$ cat config.mk
export PLATFORM = sky130hd
export DESIGN_NAME = srx_rx_path
export DESIGN_NICKNAME = d
export VERILOG_FILES = /design/src/pkg/srx_pkg.sv /design/src/verilog/srx_rx_path.sv /design/src/verilog/srx_decoder.sv
export VERILOG_INCLUDE_DIRS = /design/src /design/src/pkg
export SDC_FILE = /design/constraint.sdc
export NUM_CORES = 1
export LEC_CHECK = 0
export ABC_AREA = 1
export BUFFER_PORTS_ARGS = -buffer_cell sky130_fd_sc_hd__buf_2
export CAP_MARGIN = 0
export CORE_AREA = 10 10 208 210
export DETAILED_ROUTE_END_ITERATION = 12
export DIE_AREA = 0 0 218 220
export PLACE_DENSITY = 0.77
export SLEW_MARGIN = 15
export SYNTH_ARGS = -nofsm -noshare
export SYNTH_HDL_FRONTEND = slang
export SYNTH_HIERARCHICAL = 1
export SYNTH_SLANG_ARGS = --single-unit
$ cat constraint.sdc
create_clock -name core_clk -period 5.1 [get_ports core_clk]
set_input_delay 0.255 -clock core_clk [delete_from_list [all_inputs] [get_ports core_clk]]
set_output_delay 0.255 -clock core_clk [all_outputs]
set_load 0.005 [all_outputs]
$ cat src/pkg/srx_cfg.svh
// constants of the receive rate-match and decode path
// assumes inclusion by the bench and by each design file that needs them
`ifndef SRX_CFG_SVH
`define SRX_CFG_SVH

// ==========================================
// register map, byte addresses
`define SRX_ADDR_CTRL 4'h0
`define SRX_ADDR_STATUS 4'h4
`define SRX_ADDR_COUNT 4'h8
`define SRX_CTRL_RESET 9'h030

// ==========================================
// control fields
`define SRX_C_RM_EN 0
`define SRX_C_DESER 1
`define SRX_C_SER 2
`define SRX_C_RX_ONLY 3
`define SRX_C_CODING 4
`define SRX_C_AUTO_SYNC 5
`define SRX_C_GIGE 6
`define SRX_C_BASIC 7
`define SRX_C_PIPE 8

// ==========================================
// rate-match buffer
`define SRX_RM_DEPTH 20
`define SRX_RM_LAST 5'h13
`define SRX_RM_HI 5'h0f
`define SRX_RM_LO 5'h05
`define SRX_SKIP_NEG 10'h0bc
`define SRX_SKIP_POS 10'h343
`define SRX_SLIP_MAX 4'h9

// ==========================================
// phase-compensation buffer
`define SRX_PC_DEPTH 3'h4
`define SRX_PC_AW 2
`endif

$ cat src/pkg/srx_pkg.sv
// types shared by the receive rate-match and decode path
// assumes srx_cfg.svh beside it
package srx_pkg;
	typedef enum logic [1:0] {
		SRX_LOCK_AUTO = 2'h0,
		SRX_LOCK_REF = 2'h1,
		SRX_LOCK_DATA = 2'h2
	} srx_lock_mode_t;

	typedef struct packed {
		logic disp_err;
		logic code_err;
		logic k;
		logic [7:0] data;
	} srx_sym_t;

	typedef struct packed {
		srx_sym_t hi;
		srx_sym_t lo;
	} srx_word_t;
endpackage

$ cat src/verilog/srx_rx_path.sv
// receive coding path: rate-match buffer, decoder, phase-compensation buffer,
// lock and status ports; registers over an AHB-Lite slave
// assumes all inputs synchronous to core_clk; exported clocks are active-edge strobes
`timescale 1ns/100ps
`include "srx_cfg.svh"
module srx_rx_path
	import srx_pkg::*;
(
	input wire logic core_clk,
	input wire logic rst_n,
	input wire logic hsel,
	input wire logic [31:0] haddr,
	input wire logic [1:0] htrans,
	input wire logic hwrite,
	input wire logic [2:0] hsize,
	input wire logic [31:0] hwdata,
	input wire logic hready,
	output logic hreadyout,
	output logic hresp,
	output logic [31:0] hrdata,
	input wire logic [9:0] rx_code,
	input wire logic rx_code_valid,
	input wire logic rx_sync,
	input wire logic local_tick,
	input wire logic tx_tick,
	input wire logic [3:0] slip_in,
	input wire logic force_data_lock,
	input wire logic force_ref_lock,
	input wire logic cdr_auto_ltd,
	input wire logic sig_level,
	input wire logic core_rd,
	output srx_word_t rx_word,
	output logic rx_word_valid,
	output logic rx_clkout,
	output logic tx_clkout,
	output logic rec_clkout,
	output logic pc_fifo_error,
	output logic [3:0] slip_count_out,
	output logic freq_locked,
	output logic sig_detect
);
	// ==========================================
	// register slave
	logic [8:0] ctrl;
	logic wr_pend;
	logic [3:0] wr_addr;
	logic addr_ok;
	logic take;
	logic [31:0] next_hrdata;
	logic [31:0] status_word;
	logic [15:0] ins_cnt;
	logic [15:0] del_cnt;
	logic rm_overflow;

	assign take = hsel && htrans[1] && hready;
	assign addr_ok = haddr[31:4] == 28'h0000000;
	assign next_hrdata = !addr_ok ? 32'h00000000 :
		(haddr[3:0] == `SRX_ADDR_CTRL) ? {23'h000000, ctrl} :
		(haddr[3:0] == `SRX_ADDR_STATUS) ? status_word :
		(haddr[3:0] == `SRX_ADDR_COUNT) ? {del_cnt, ins_cnt} : 32'h00000000;

	always_ff @(posedge core_clk)
	begin
		if (!rst_n)
		begin
			hreadyout <= 1'b0;
			hresp <= 1'b0;
			hrdata <= 32'h00000000;
			wr_pend <= 1'b0;
			wr_addr <= 4'h0;
			ctrl <= `SRX_CTRL_RESET;
		end
		else
		begin
			hreadyout <= 1'b1;
			wr_pend <= take && hwrite && addr_ok && hsize == 3'h2;
			wr_addr <= haddr[3:0];
			if (take && !hwrite)
				hrdata <= next_hrdata;
			if (wr_pend && wr_addr == `SRX_ADDR_CTRL)
				ctrl <= hwdata[8:0];
		end
	end

	// ==========================================
	// mode decode
	logic coding;
	logic rm_allowed;
	logic rm_active;
	logic sd_supported;

	assign coding = ctrl[`SRX_C_CODING];
	// receiver-only, coding off or auto sync off forces the rate-match bypass; otherwise either option
	assign rm_allowed = ctrl[`SRX_C_RM_EN] && coding && ctrl[`SRX_C_AUTO_SYNC]
		&& !ctrl[`SRX_C_RX_ONLY];
	assign rm_active = rm_allowed && rx_sync;
	assign sd_supported = (ctrl[`SRX_C_BASIC] && coding) || ctrl[`SRX_C_PIPE];

	// ==========================================
	// rate-match buffer
	// thresholds leave several words of margin both ways; at 600 ppm one
	// skip per few thousand words suffices, far inside the gap between them
	logic [9:0] rm_mem [`SRX_RM_DEPTH];
	logic [4:0] rm_wp;
	logic [4:0] rm_rp;
	logic [4:0] rm_fill;
	logic [9:0] last_out;
	logic in_skip;
	logic last_skip;
	logic rm_del;
	logic rm_push;
	logic rm_ins;
	logic rm_pop;
	logic rm_full;
	logic [9:0] dec_code;
	logic dec_valid;

	assign in_skip = rx_code == `SRX_SKIP_NEG || rx_code == `SRX_SKIP_POS;
	assign last_skip = last_out == `SRX_SKIP_NEG || last_out == `SRX_SKIP_POS;
	assign rm_full = rm_fill == `SRX_RM_LAST + 5'h01;
	assign rm_del = rm_active && rx_code_valid && in_skip && rm_fill >= `SRX_RM_HI;
	assign rm_push = rm_active && rx_code_valid && !rm_del && !rm_full;
	assign rm_ins = rm_active && local_tick && rm_fill <= `SRX_RM_LO && last_skip;
	assign rm_pop = rm_active && local_tick && !rm_ins && rm_fill != 5'h00;
	assign dec_code = rm_ins ? last_out : rm_mem[rm_rp];

	always_ff @(posedge core_clk)
	begin
		if (rm_push)
			rm_mem[rm_wp] <= rx_code;
	end

	always_ff @(posedge core_clk)
	begin
		if (!rst_n || !rm_active)
		begin
			rm_wp <= 5'h00;
			rm_rp <= 5'h00;
			rm_fill <= 5'h00;
			last_out <= 10'h000;
		end
		else
		begin
			if (rm_push)
				rm_wp <= (rm_wp == `SRX_RM_LAST) ? 5'h00 : rm_wp + 5'h01;
			if (rm_pop)
				rm_rp <= (rm_rp == `SRX_RM_LAST) ? 5'h00 : rm_rp + 5'h01;
			rm_fill <= rm_fill + 5'(rm_push) - 5'(rm_pop);
			if (rm_pop || rm_ins)
				last_out <= dec_code;
		end
	end

	always_ff @(posedge core_clk)
	begin
		if (!rst_n)
		begin
			ins_cnt <= 16'h0000;
			del_cnt <= 16'h0000;
			rm_overflow <= 1'b0;
		end
		else
		begin
			ins_cnt <= ins_cnt + 16'(rm_ins);
			del_cnt <= del_cnt + 16'(rm_del);
			if (rm_active && rx_code_valid && !rm_del && rm_full)
				rm_overflow <= 1'b1;
		end
	end

	// ==========================================
	// decoder; bypass feeds it straight from the aligner
	srx_sym_t dsym;
	logic dsym_valid;

	srx_decoder srx_decoder_i (
		.core_clk(core_clk),
		.rst_n(rst_n),
		.code(rm_allowed ? dec_code : rx_code),
		.code_valid(rm_allowed ? (rm_pop || rm_ins) : rx_code_valid),
		.sym(dsym),
		.sym_valid(dsym_valid)
	);

	// ==========================================
	// byte deserializer and write-side clocking
	logic wr_phase;
	logic tx_phase;
	logic half;
	srx_sym_t lo_hold;
	logic pc_wr;
	srx_word_t pc_in;

	assign pc_wr = dsym_valid && (!ctrl[`SRX_C_DESER] || half);
	assign pc_in = ctrl[`SRX_C_DESER] ? {dsym, lo_hold} : {11'h000, dsym};

	always_ff @(posedge core_clk)
	begin
		if (!rst_n)
		begin
			half <= 1'b0;
			lo_hold <= '0;
			wr_phase <= 1'b0;
			tx_phase <= 1'b0;
		end
		else
		begin
			if (dsym_valid)
			begin
				half <= ctrl[`SRX_C_DESER] && !half;
				lo_hold <= dsym;
			end
			if (dsym_valid)
				wr_phase <= !wr_phase;
			if (tx_tick)
				tx_phase <= !tx_phase;
		end
	end

	// ==========================================
	// phase-compensation buffer
	srx_word_t pc_mem [`SRX_PC_DEPTH];
	logic [`SRX_PC_AW-1:0] pc_wp;
	logic [`SRX_PC_AW-1:0] pc_rp;
	logic [2:0] pc_fill;
	logic pc_push;
	logic pc_pull;

	assign pc_push = pc_wr && pc_fill != `SRX_PC_DEPTH;
	assign pc_pull = core_rd && pc_fill != 3'h0;

	always_ff @(posedge core_clk)
	begin
		if (pc_push)
			pc_mem[pc_wp] <= pc_in;
	end

	always_ff @(posedge core_clk)
	begin
		if (!rst_n)
		begin
			pc_wp <= '0;
			pc_rp <= '0;
			pc_fill <= 3'h0;
			rx_word <= '0;
			rx_word_valid <= 1'b0;
		end
		else
		begin
			if (pc_push)
				pc_wp <= pc_wp + 2'h1;
			if (pc_pull)
				pc_rp <= pc_rp + 2'h1;
			pc_fill <= pc_fill + 3'(pc_push) - 3'(pc_pull);
			rx_word_valid <= pc_pull;
			if (pc_pull)
				rx_word <= pc_mem[pc_rp];
		end
	end

	// ==========================================
	// status outputs
	srx_lock_mode_t lock_mode;
	logic next_locked;

	assign lock_mode = force_data_lock ? SRX_LOCK_DATA :
		force_ref_lock ? SRX_LOCK_REF : SRX_LOCK_AUTO;

	always_comb
	begin
		case (lock_mode)
			SRX_LOCK_DATA: next_locked = 1'b1;
			SRX_LOCK_REF: next_locked = 1'b0;
			SRX_LOCK_AUTO: next_locked = cdr_auto_ltd;
			default: next_locked = 1'b0;
		endcase
	end

	assign status_word = {21'h000000, rm_overflow, pc_fifo_error, rm_fill,
		freq_locked, rm_active, sig_detect, rx_sync};

	always_ff @(posedge core_clk)
	begin
		if (!rst_n)
		begin
			freq_locked <= 1'b0;
			pc_fifo_error <= 1'b1;
			slip_count_out <= 4'h0;
			sig_detect <= 1'b1;
			rx_clkout <= 1'b0;
			tx_clkout <= 1'b0;
			rec_clkout <= 1'b0;
		end
		else
		begin
			freq_locked <= next_locked;
			// reflects the fill after this cycle's push and pull
			pc_fifo_error <= (pc_fill + 3'(pc_push) - 3'(pc_pull) == `SRX_PC_DEPTH)
				|| (pc_fill + 3'(pc_push) - 3'(pc_pull) == 3'h0);
			if (!ctrl[`SRX_C_AUTO_SYNC])
				slip_count_out <= (slip_in > `SRX_SLIP_MAX) ? `SRX_SLIP_MAX : slip_in;
			else
				slip_count_out <= 4'h0;
			sig_detect <= sd_supported ? sig_level : 1'b1;
			rx_clkout <= pc_wr;
			tx_clkout <= tx_tick && (!ctrl[`SRX_C_SER] || tx_phase);
			rec_clkout <= ctrl[`SRX_C_GIGE] && dsym_valid;
		end
	end
endmodule // srx_rx_path

$ cat src/verilog/srx_decoder.sv
// 10-bit to 8-bit line decoder with control flag and running disparity check
// assumes code bit 0 is the first bit on the line (a), bit 9 the last (j)
`timescale 1ns/100ps
`include "srx_cfg.svh"
module srx_decoder
	import srx_pkg::*;
(
	input wire logic core_clk,
	input wire logic rst_n,
	input wire logic [9:0] code,
	input wire logic code_valid,
	output srx_sym_t sym,
	output logic sym_valid
);
	logic [5:0] six;
	logic [3:0] four;
	logic [3:0] four_eff;
	logic [5:0] dec5;
	logic [3:0] dec3;
	logic k28;
	logic alt7;
	logic k_alt;
	logic [3:0] ones;
	logic rd_pos;
	logic bad_disp;

	assign six = {code[0], code[1], code[2], code[3], code[4], code[5]};
	assign four = {code[6], code[7], code[8], code[9]};
	assign k28 = (six == 6'h0f) || (six == 6'h30);
	// high-disparity control groups carry an inverted 4-bit part
	assign four_eff = (six == 6'h30) ? ~four : four;
	assign alt7 = (four == 4'h7) || (four == 4'h8);
	assign ones = 4'(code[0] + code[1] + code[2] + code[3] + code[4] + code[5] + code[6]
		+ code[7] + code[8] + code[9]);
	assign bad_disp = (rd_pos && ones > 4'h5) || (!rd_pos && ones < 4'h5);
	assign k_alt = alt7 && (dec5 == 6'h17 || dec5 == 6'h1b || dec5 == 6'h1d || dec5 == 6'h1e);

	// dec5[5] marks an illegal group
	always_comb
	begin
		case (six)
			6'h27, 6'h18: dec5 = 6'h00; 6'h1d, 6'h22: dec5 = 6'h01;
			6'h2d, 6'h12: dec5 = 6'h02; 6'h31: dec5 = 6'h03;
			6'h35, 6'h0a: dec5 = 6'h04; 6'h29: dec5 = 6'h05;
			6'h19: dec5 = 6'h06; 6'h38, 6'h07: dec5 = 6'h07;
			6'h39, 6'h06: dec5 = 6'h08; 6'h25: dec5 = 6'h09;
			6'h15: dec5 = 6'h0a; 6'h34: dec5 = 6'h0b;
			6'h0d: dec5 = 6'h0c; 6'h2c: dec5 = 6'h0d;
			6'h1c: dec5 = 6'h0e; 6'h17, 6'h28: dec5 = 6'h0f;
			6'h1b, 6'h24: dec5 = 6'h10; 6'h23: dec5 = 6'h11;
			6'h13: dec5 = 6'h12; 6'h32: dec5 = 6'h13;
			6'h0b: dec5 = 6'h14; 6'h2a: dec5 = 6'h15;
			6'h1a: dec5 = 6'h16; 6'h3a, 6'h05: dec5 = 6'h17;
			6'h33, 6'h0c: dec5 = 6'h18; 6'h26: dec5 = 6'h19;
			6'h16: dec5 = 6'h1a; 6'h36, 6'h09: dec5 = 6'h1b;
			6'h0e: dec5 = 6'h1c; 6'h2e, 6'h11: dec5 = 6'h1d;
			6'h1e, 6'h21: dec5 = 6'h1e; 6'h2b, 6'h14: dec5 = 6'h1f;
			6'h0f, 6'h30: dec5 = 6'h1c;
			default: dec5 = 6'h20;
		endcase
	end

	// dec3[3] marks an illegal group
	always_comb
	begin
		case (four_eff)
			4'hb, 4'h4: dec3 = 4'h0; 4'h9: dec3 = 4'h1;
			4'h5: dec3 = 4'h2; 4'hc, 4'h3: dec3 = 4'h3;
			4'hd, 4'h2: dec3 = 4'h4; 4'ha: dec3 = 4'h5;
			4'h6: dec3 = 4'h6; 4'he, 4'h1, 4'h7, 4'h8: dec3 = 4'h7;
			default: dec3 = 4'h8;
		endcase
	end

	always_ff @(posedge core_clk)
	begin
		if (!rst_n)
		begin
			sym <= '0;
			sym_valid <= 1'b0;
			rd_pos <= 1'b0;
		end
		else
		begin
			sym_valid <= code_valid;
			if (code_valid)
			begin
				sym.data <= {dec3[2:0], dec5[4:0]};
				sym.k <= k28 || k_alt;
				sym.code_err <= dec5[5] || dec3[3];
				sym.disp_err <= bad_disp;
				if (ones != 4'h5)
					rd_pos <= (ones > 4'h5);
			end
		end
	end
endmodule // srx_decoder

# == After elaboration in Yosys (flattened, before gate mapping) ==
# Memories as Yosys holds them, arrays and structs flattened. A register that Yosys moved wholly into a read port is not among the register bits.
# Index checks and enable logic that the tools add are counted.
# totals
input_bits,97
ramBits,288
memories,4
word_cells,182
output_inout_bits,67
ff_bits,149
romBits,448
# op_classes
order_cmp,5
n_bitwise,2
reduce_logical,72
addsub,19
n_mux,22
eq_ne,22
# mem_list
name,depth,width,read_ports,rd_clocked_by_memory_dff,write_ports,line_no,text
(name not given),64,6,1,0,0,srx_decoder.sv:41,case (six)
rm_mem,20,10,1,1,1,srx_rx_path.sv:103,logic [9:0] rm_mem [`SRX_RM_DEPTH];
pc_mem,4,22,1,1,1,srx_rx_path.sv:222,srx_word_t pc_mem [`SRX_PC_DEPTH];
(name not given),16,4,1,0,0,srx_decoder.sv:66,case (four_eff)
# ops
operator,count
2-to-1 mux 32 bit,4
adder 16 x 1 -> 16 bit,2
adder 4 x 1 -> 4 bit,8
logical AND 1 bit,32
logical NOT 28 bit,1
equality test 6 x 5 -> 1 bit (second input constant),4
2-to-1 mux 22 bit,1
equality test 10 bit (second input constant),2
equality test 10 x 8 -> 1 bit (second input constant),2
2-to-1 mux 10 bit,2
2-to-1 mux 5 bit,4
logical OR 1 bit,16
equality test 5 bit (second input constant),3
logical NOT 1 bit,13
adder 5 x 1 -> 5 bit (second input constant),2
equality test 4 x 3 -> 1 bit (second input constant),2
equality test 4 bit (second input constant),2
logical NOT 4 bit,2
2-to-1 mux 4 bit,2
2-to-1 mux 1 bit,7
equality test 6 x 4 -> 1 bit (second input constant),1
equality test 6 bit (second input constant),1
adder 5 x 1 -> 5 bit,1
greater-or-equal comparator 5 x 4 -> 1 bit (second input constant),1
other kinds (25),27

# == Depth between registers and ports, before layout ==
# logic_depth
word_depth,21
mapped_depth,28

# == Modules after synthesis ==
# Netlist, hierarchy kept.
# by_module_without_submodules
module,area_each_um2,instances,cells_per_inst
srx_rx_path,19163.4,1,2041
srx_decoder,1692.9,1,265

# == Least setup slack after synthesis ==
# OpenSTA, ideal clock, no wires.
# synth_path
path_type,flip-flop to flip-flop
start,reg rm_fill[1]
end,reg srx_decoder_i/sym[10] in the netlist's numbering
path_stages_with_launch,24
setup_slack_ns,0.283
arrival_ns,4.695
period_less_slack_ns,4.817
setup_ns,0.122
path_cell_list,dfxtp_1 inv_1 ha_1 nand3_1 a21oi_1 nor2_2 nand3_2 o21ai_0 inv_1 a21oi_1 inv_2 fa_1 fa_1 fa_1 inv_1 ha_1 inv_1 fa_1 xnor2_1 nand2_1 nand2_1 a31oi_1 o211ai_1 a21oi_1
# synth_between
elab_chain_cells,17
word_cells_on_any_way,25
cone_classes,add/sub (9); order compare (3); mux (3); reduce/logical (10)
# synth_rtl
element,line_no,text
start: declaration,srx_rx_path.sv:106,logic [4:0] rm_fill;
start signal: assignment,srx_rx_path.sv:148,rm_fill <= rm_fill + 5'(rm_push) - 5'(rm_pop);
less-or-equal comparator 5 x 3 -> 1 bit (no line),n/a,
logical AND 1 bit (no line),n/a,
logical AND 1 bit,srx_rx_path.sv:123,assign rm_ins = rm_active && local_tick && rm_fill <= `SRX_RM_LO && last_skip;
2-to-1 mux 10 bit,srx_rx_path.sv:125,assign dec_code = rm_ins ? last_out : rm_mem[rm_rp];
2-to-1 mux 10 bit,srx_rx_path.sv:179,".code(rm_allowed ? dec_code : rx_code),"
adder 1 x 1 -> 2 bit,srx_decoder.sv:33,assign ones = 4'(code[0] + code[1] + code[2] + code[3] + code[4] + code[5] + code[6]
adder 4 x 1 -> 4 bit (5 in series),srx_decoder.sv:33,
adder 4 x 1 -> 4 bit (3 in series),srx_decoder.sv:34,+ code[7] + code[8] + code[9]);
greater-than comparator 4 x 3 -> 1 bit or less-than comparator 4 x 3 -> 1 bit (tied branches),srx_decoder.sv:35,assign bad_disp = (rd_pos && ones > 4'h5) || (!rd_pos && ones < 4'h5);
logical AND 1 bit,srx_decoder.sv:35,
logical OR 1 bit,srx_decoder.sv:35,
end: declaration,srx_decoder.sv:12,"output srx_sym_t sym,"
# Several ways; a longest one is shown, not always the timed one.
# A chain may end at the register's enable or synchronous reset.

==> impl_metrics.py <==
metrics = {
    "timing": {
        "finClkSkew_ns": 0.0277,
        "tightestPinTransition_ns": 1.17,
        "fin_ws_ns": 0.287,
        "rsz0062_at_grt": "no",
        "setup_viol": 0,
        "hold_ws_ns": 0.144,
        "post-route-min-period_ns": 4.81,
        "final-hold-violation-count": 0,
        "fin_crit_sh_pct": 94.4,
        "relSlewSlack_pct": 21.4,
        "drv_slew": 0,
        "tns_ns": 0,
        "max_clock_freq_mhz": 208,
    },
    "synthesis": {
        "async_flop_share_pct": 0,
        "yosysWarningCount": 6,
        "yosysSeqAreaShare_pct": 58.4,
        "synth_top_area_share_pct": 41.5,
        "yosysTopAreaCell": "edfxtp_1",
        "postSynthNetCount": 2452,
        "syn_area_per_cell_sq_um": 9.04,
        "syn_inst": 2306,
        "synth_edf_count": 288,
        "synth_area_leaders": "edfxtp_1, dfxtp_1, nand2_1",
        "synth_area_sq_um": 20900,
        "ys_ff_latch": 464,
        "synth.distinct_cells": 52,
        "synth-main-ff-cell": "edfxtp_1",
    },
    "clock_network": {
        "cts_tree": "done",
        "insertion_delay_ns": 0.59,
        "cts-htree-levels": 2,
        "path_clk_slew_ns": 0.06,
        "cts_buffer_depth": 3,
        "cts_made_buffers": 47,
        "cts.sink_count": 464,
        "cts_root_buf": "clkbuf_16",
    },
    "place": {
        "dp_slack_ns": 0.129,
        "placedCellCount": 2906,
        "gp_congestion": 0.896,
        "place_area_sq_um": 22100,
        "hpwl_um": 33300,
        "io_buffer_count": 138,
    },
    "route": {
        "routedWlPerCell_um": 17.1,
        "wl_met1_um": 20600,
        "drc": 0,
        "topRoutingLayerUsed": "met4",
        "vias": 16300,
        "via_per_inst": 5.39,
        "firstDrtPassIters": 6,
        "dr_wl_met2_um": 26200,
        "drtIter0Drc": 1465,
        "wl_um": 51600,
        "wl_met3_um": 3390,
        "postRouteAntennaNets": 0,
    },
    "floorplanning": {
        "pin_count": 164,
        "placementRows": 73,
        "core_area_sq_um": 39300,
        "chipHeight_um": 220,
        "dieWidth_um": 218,
        "dieArea_sq_um": 48000,
        "start_util_pct": 53.1,
    },
    "worst_setup_path": {
        "critPathLaunchType": "register",
        "required_ns": 5.55,
        "reg2regPathDepth": 24,
        "worst-path-max-fanout": 43,
        "path_class": "register to register",
        "cp-end-kind": "register",
        "worstPathArrival_ns": 5.27,
    },
    "finish": {
        "stdcell_count": 3026,
        "layout.nets": 2607,
        "final_cell_mix": "nand2_1, edfxtp_1, nor2_1",
        "fin_area_sq_um": 24000,
        "layout_commonest_cell": "nand2_1",
        "postLayoutCoreUtil_pct": 61.2,
        "drive_gt1_share_pct": 13.1,
        "area_delta_synth_final_pct": 15.3,
    },
    "power_and_ir_drop": {
        "seqPwrFrac_pct": 49.3,
        "power_mw": 8.55,
        "p_per_area_nw_per_um2": 356,
        "p_int_mw": 6.49,
        "clockPowerShare_pct": 41.0,
        "p_leak_nw": 9.91,
        "vdd_drop_max_uv": 312,
        "switchingPower_mw": 2.06,
        "p_comb_share_pct": 9.7,
        "switching_share_pct": 24.1,
    },
    "grt": {
        "grt_pass1_wl_um": 81200,
        "antenna_found_initial": 1,
        "grt_pass1_vias": 16100,
        "grt_use_total_pct": 20.9,
        "grt-ovfl-total": 0,
        "grt_max_degree": 78,
    },
    "status": {
        "status": "completed",
    },
    "hold_path": {
        "worst_hold_path.num_cells": 5,
        "hold_class": "primary input to register",
    },
    "run": {
        "cap_violations": 0,
    },
}
per-layer routing:
metal | vias to the layer above | GRT usage (%)
met5 | - | 0
met4 | 0 | 8.12
met3 | 108 | 3.50
met2 | 555 | 36.7
met1 | 7689 | 25.2
li1 | 7948 | -
synthesized netlist by cell type (23+ instances only):
cell type,count
nand3_1,187
a21oi_1,113
edfxtp_1,288
buf_2,25
o21ai_0,137
ha_1,41
a31oi_1,26
nand2_1,522
inv_1,239
dfxtp_1,176
clkbuf_1,59
nand4_1,30
nor3_1,23
nor2_1,284
registers in the layout, summed over array words and instances, names as in the netlist, 2 cells and up, named ones only:
signal / count
rm_rp: 5
slip_count_out: 4
pc_rp: 2
pc_wp: 2
rm_mem: 200
pc_fill: 3
del_cnt: 16
lo_hold: 11
hrdata: 32
wr_addr: 4
ins_cnt: 16
ctrl: 9
rx_word: 22
rm_wp: 5
rm_fill: 5
srx_decoder_i/sym: 11
last_out: 10
pc_mem: 88
worst paths after layout:
path                      start                    end  slack, ns
hold reg to reg       hrdata[9]              hrdata[9]       0.46
setup / recovery       register  srx_decoder_i/sym[10]       0.29
hold / removal    rx_code_valid            rm_overflow       0.14
setup reg to reg       register  srx_decoder_i/sym[10]       0.29
power by group through the flow:
stage / Combinational (mW) / Sequential [mW] / Clock, mW
final: 0.830 / 4.22 / 3.50
after global routing: 0.945 / 4.23 / 3.71
after CTS: 0.821 / 4.21 / 3.54
after detailed placement: 0.793 / 4.29 / 0
after global placement: 0.759 / 4.28 / 0
after floorplan: 0.522 / 4.26 / 0
worst max-delay path, stage by stage, from the launching register on:
cell and delay, ns:
dfxtp_2 0.37, clkinv_2 0.21, buf_12 0.26, buf_4 0.19, nand2_1 0.06, nand3_1 0.07, nand3_1 0.13, nand3_1 0.13
nand3_1 0.14, nand2_1 0.07, a21oi_1 0.29, fa_1 0.46, inv_1 0.09, fa_1 0.43, fa_1 0.45, inv_1 0.07
ha_1 0.16, inv_1 0.06, fa_1 0.40, xnor2_2 0.19, nand2_1 0.08, nand2_1 0.08, a31oi_1 0.05, o211ai_1 0.17
a21oi_1 0.08
area by class of cell:
type                    count  area [sq um]
fillers                  3143         15200
clock inverters            25           268
well taps                 525           657
flip-flops and latches    464         12200
clock buffers              63          1320
repair buffers            208          1350
inverters                 251           951
multi-input cells        1489          7320
diodes                      1          2.50
logic make-up after synthesis:
| family | count (synthesis) | synth area share (%) |
|---|---|---|
| AND/OR/NAND/NOR | 1105 | 22.7 |
| flip-flops | 464 | 58.4 |
| buffers and inverters | 353 | 6.77 |
| AO/OA/AOI/OAI | 316 | 8.13 |
| adder cells (fa/ha/maj) | 49 | 3.23 |
| XOR/XNOR | 18 | 0.828 |
| other | 1 | 0.0180 |
timing repair:
action,in CTS,in global routing
setup endpoints to repair,0,2
hold buffers,29,0
endpoints found under the hold margin,28,0
setup buffers,0,2
gates resized for setup,0,11
(Power assumes the default switching activity.)
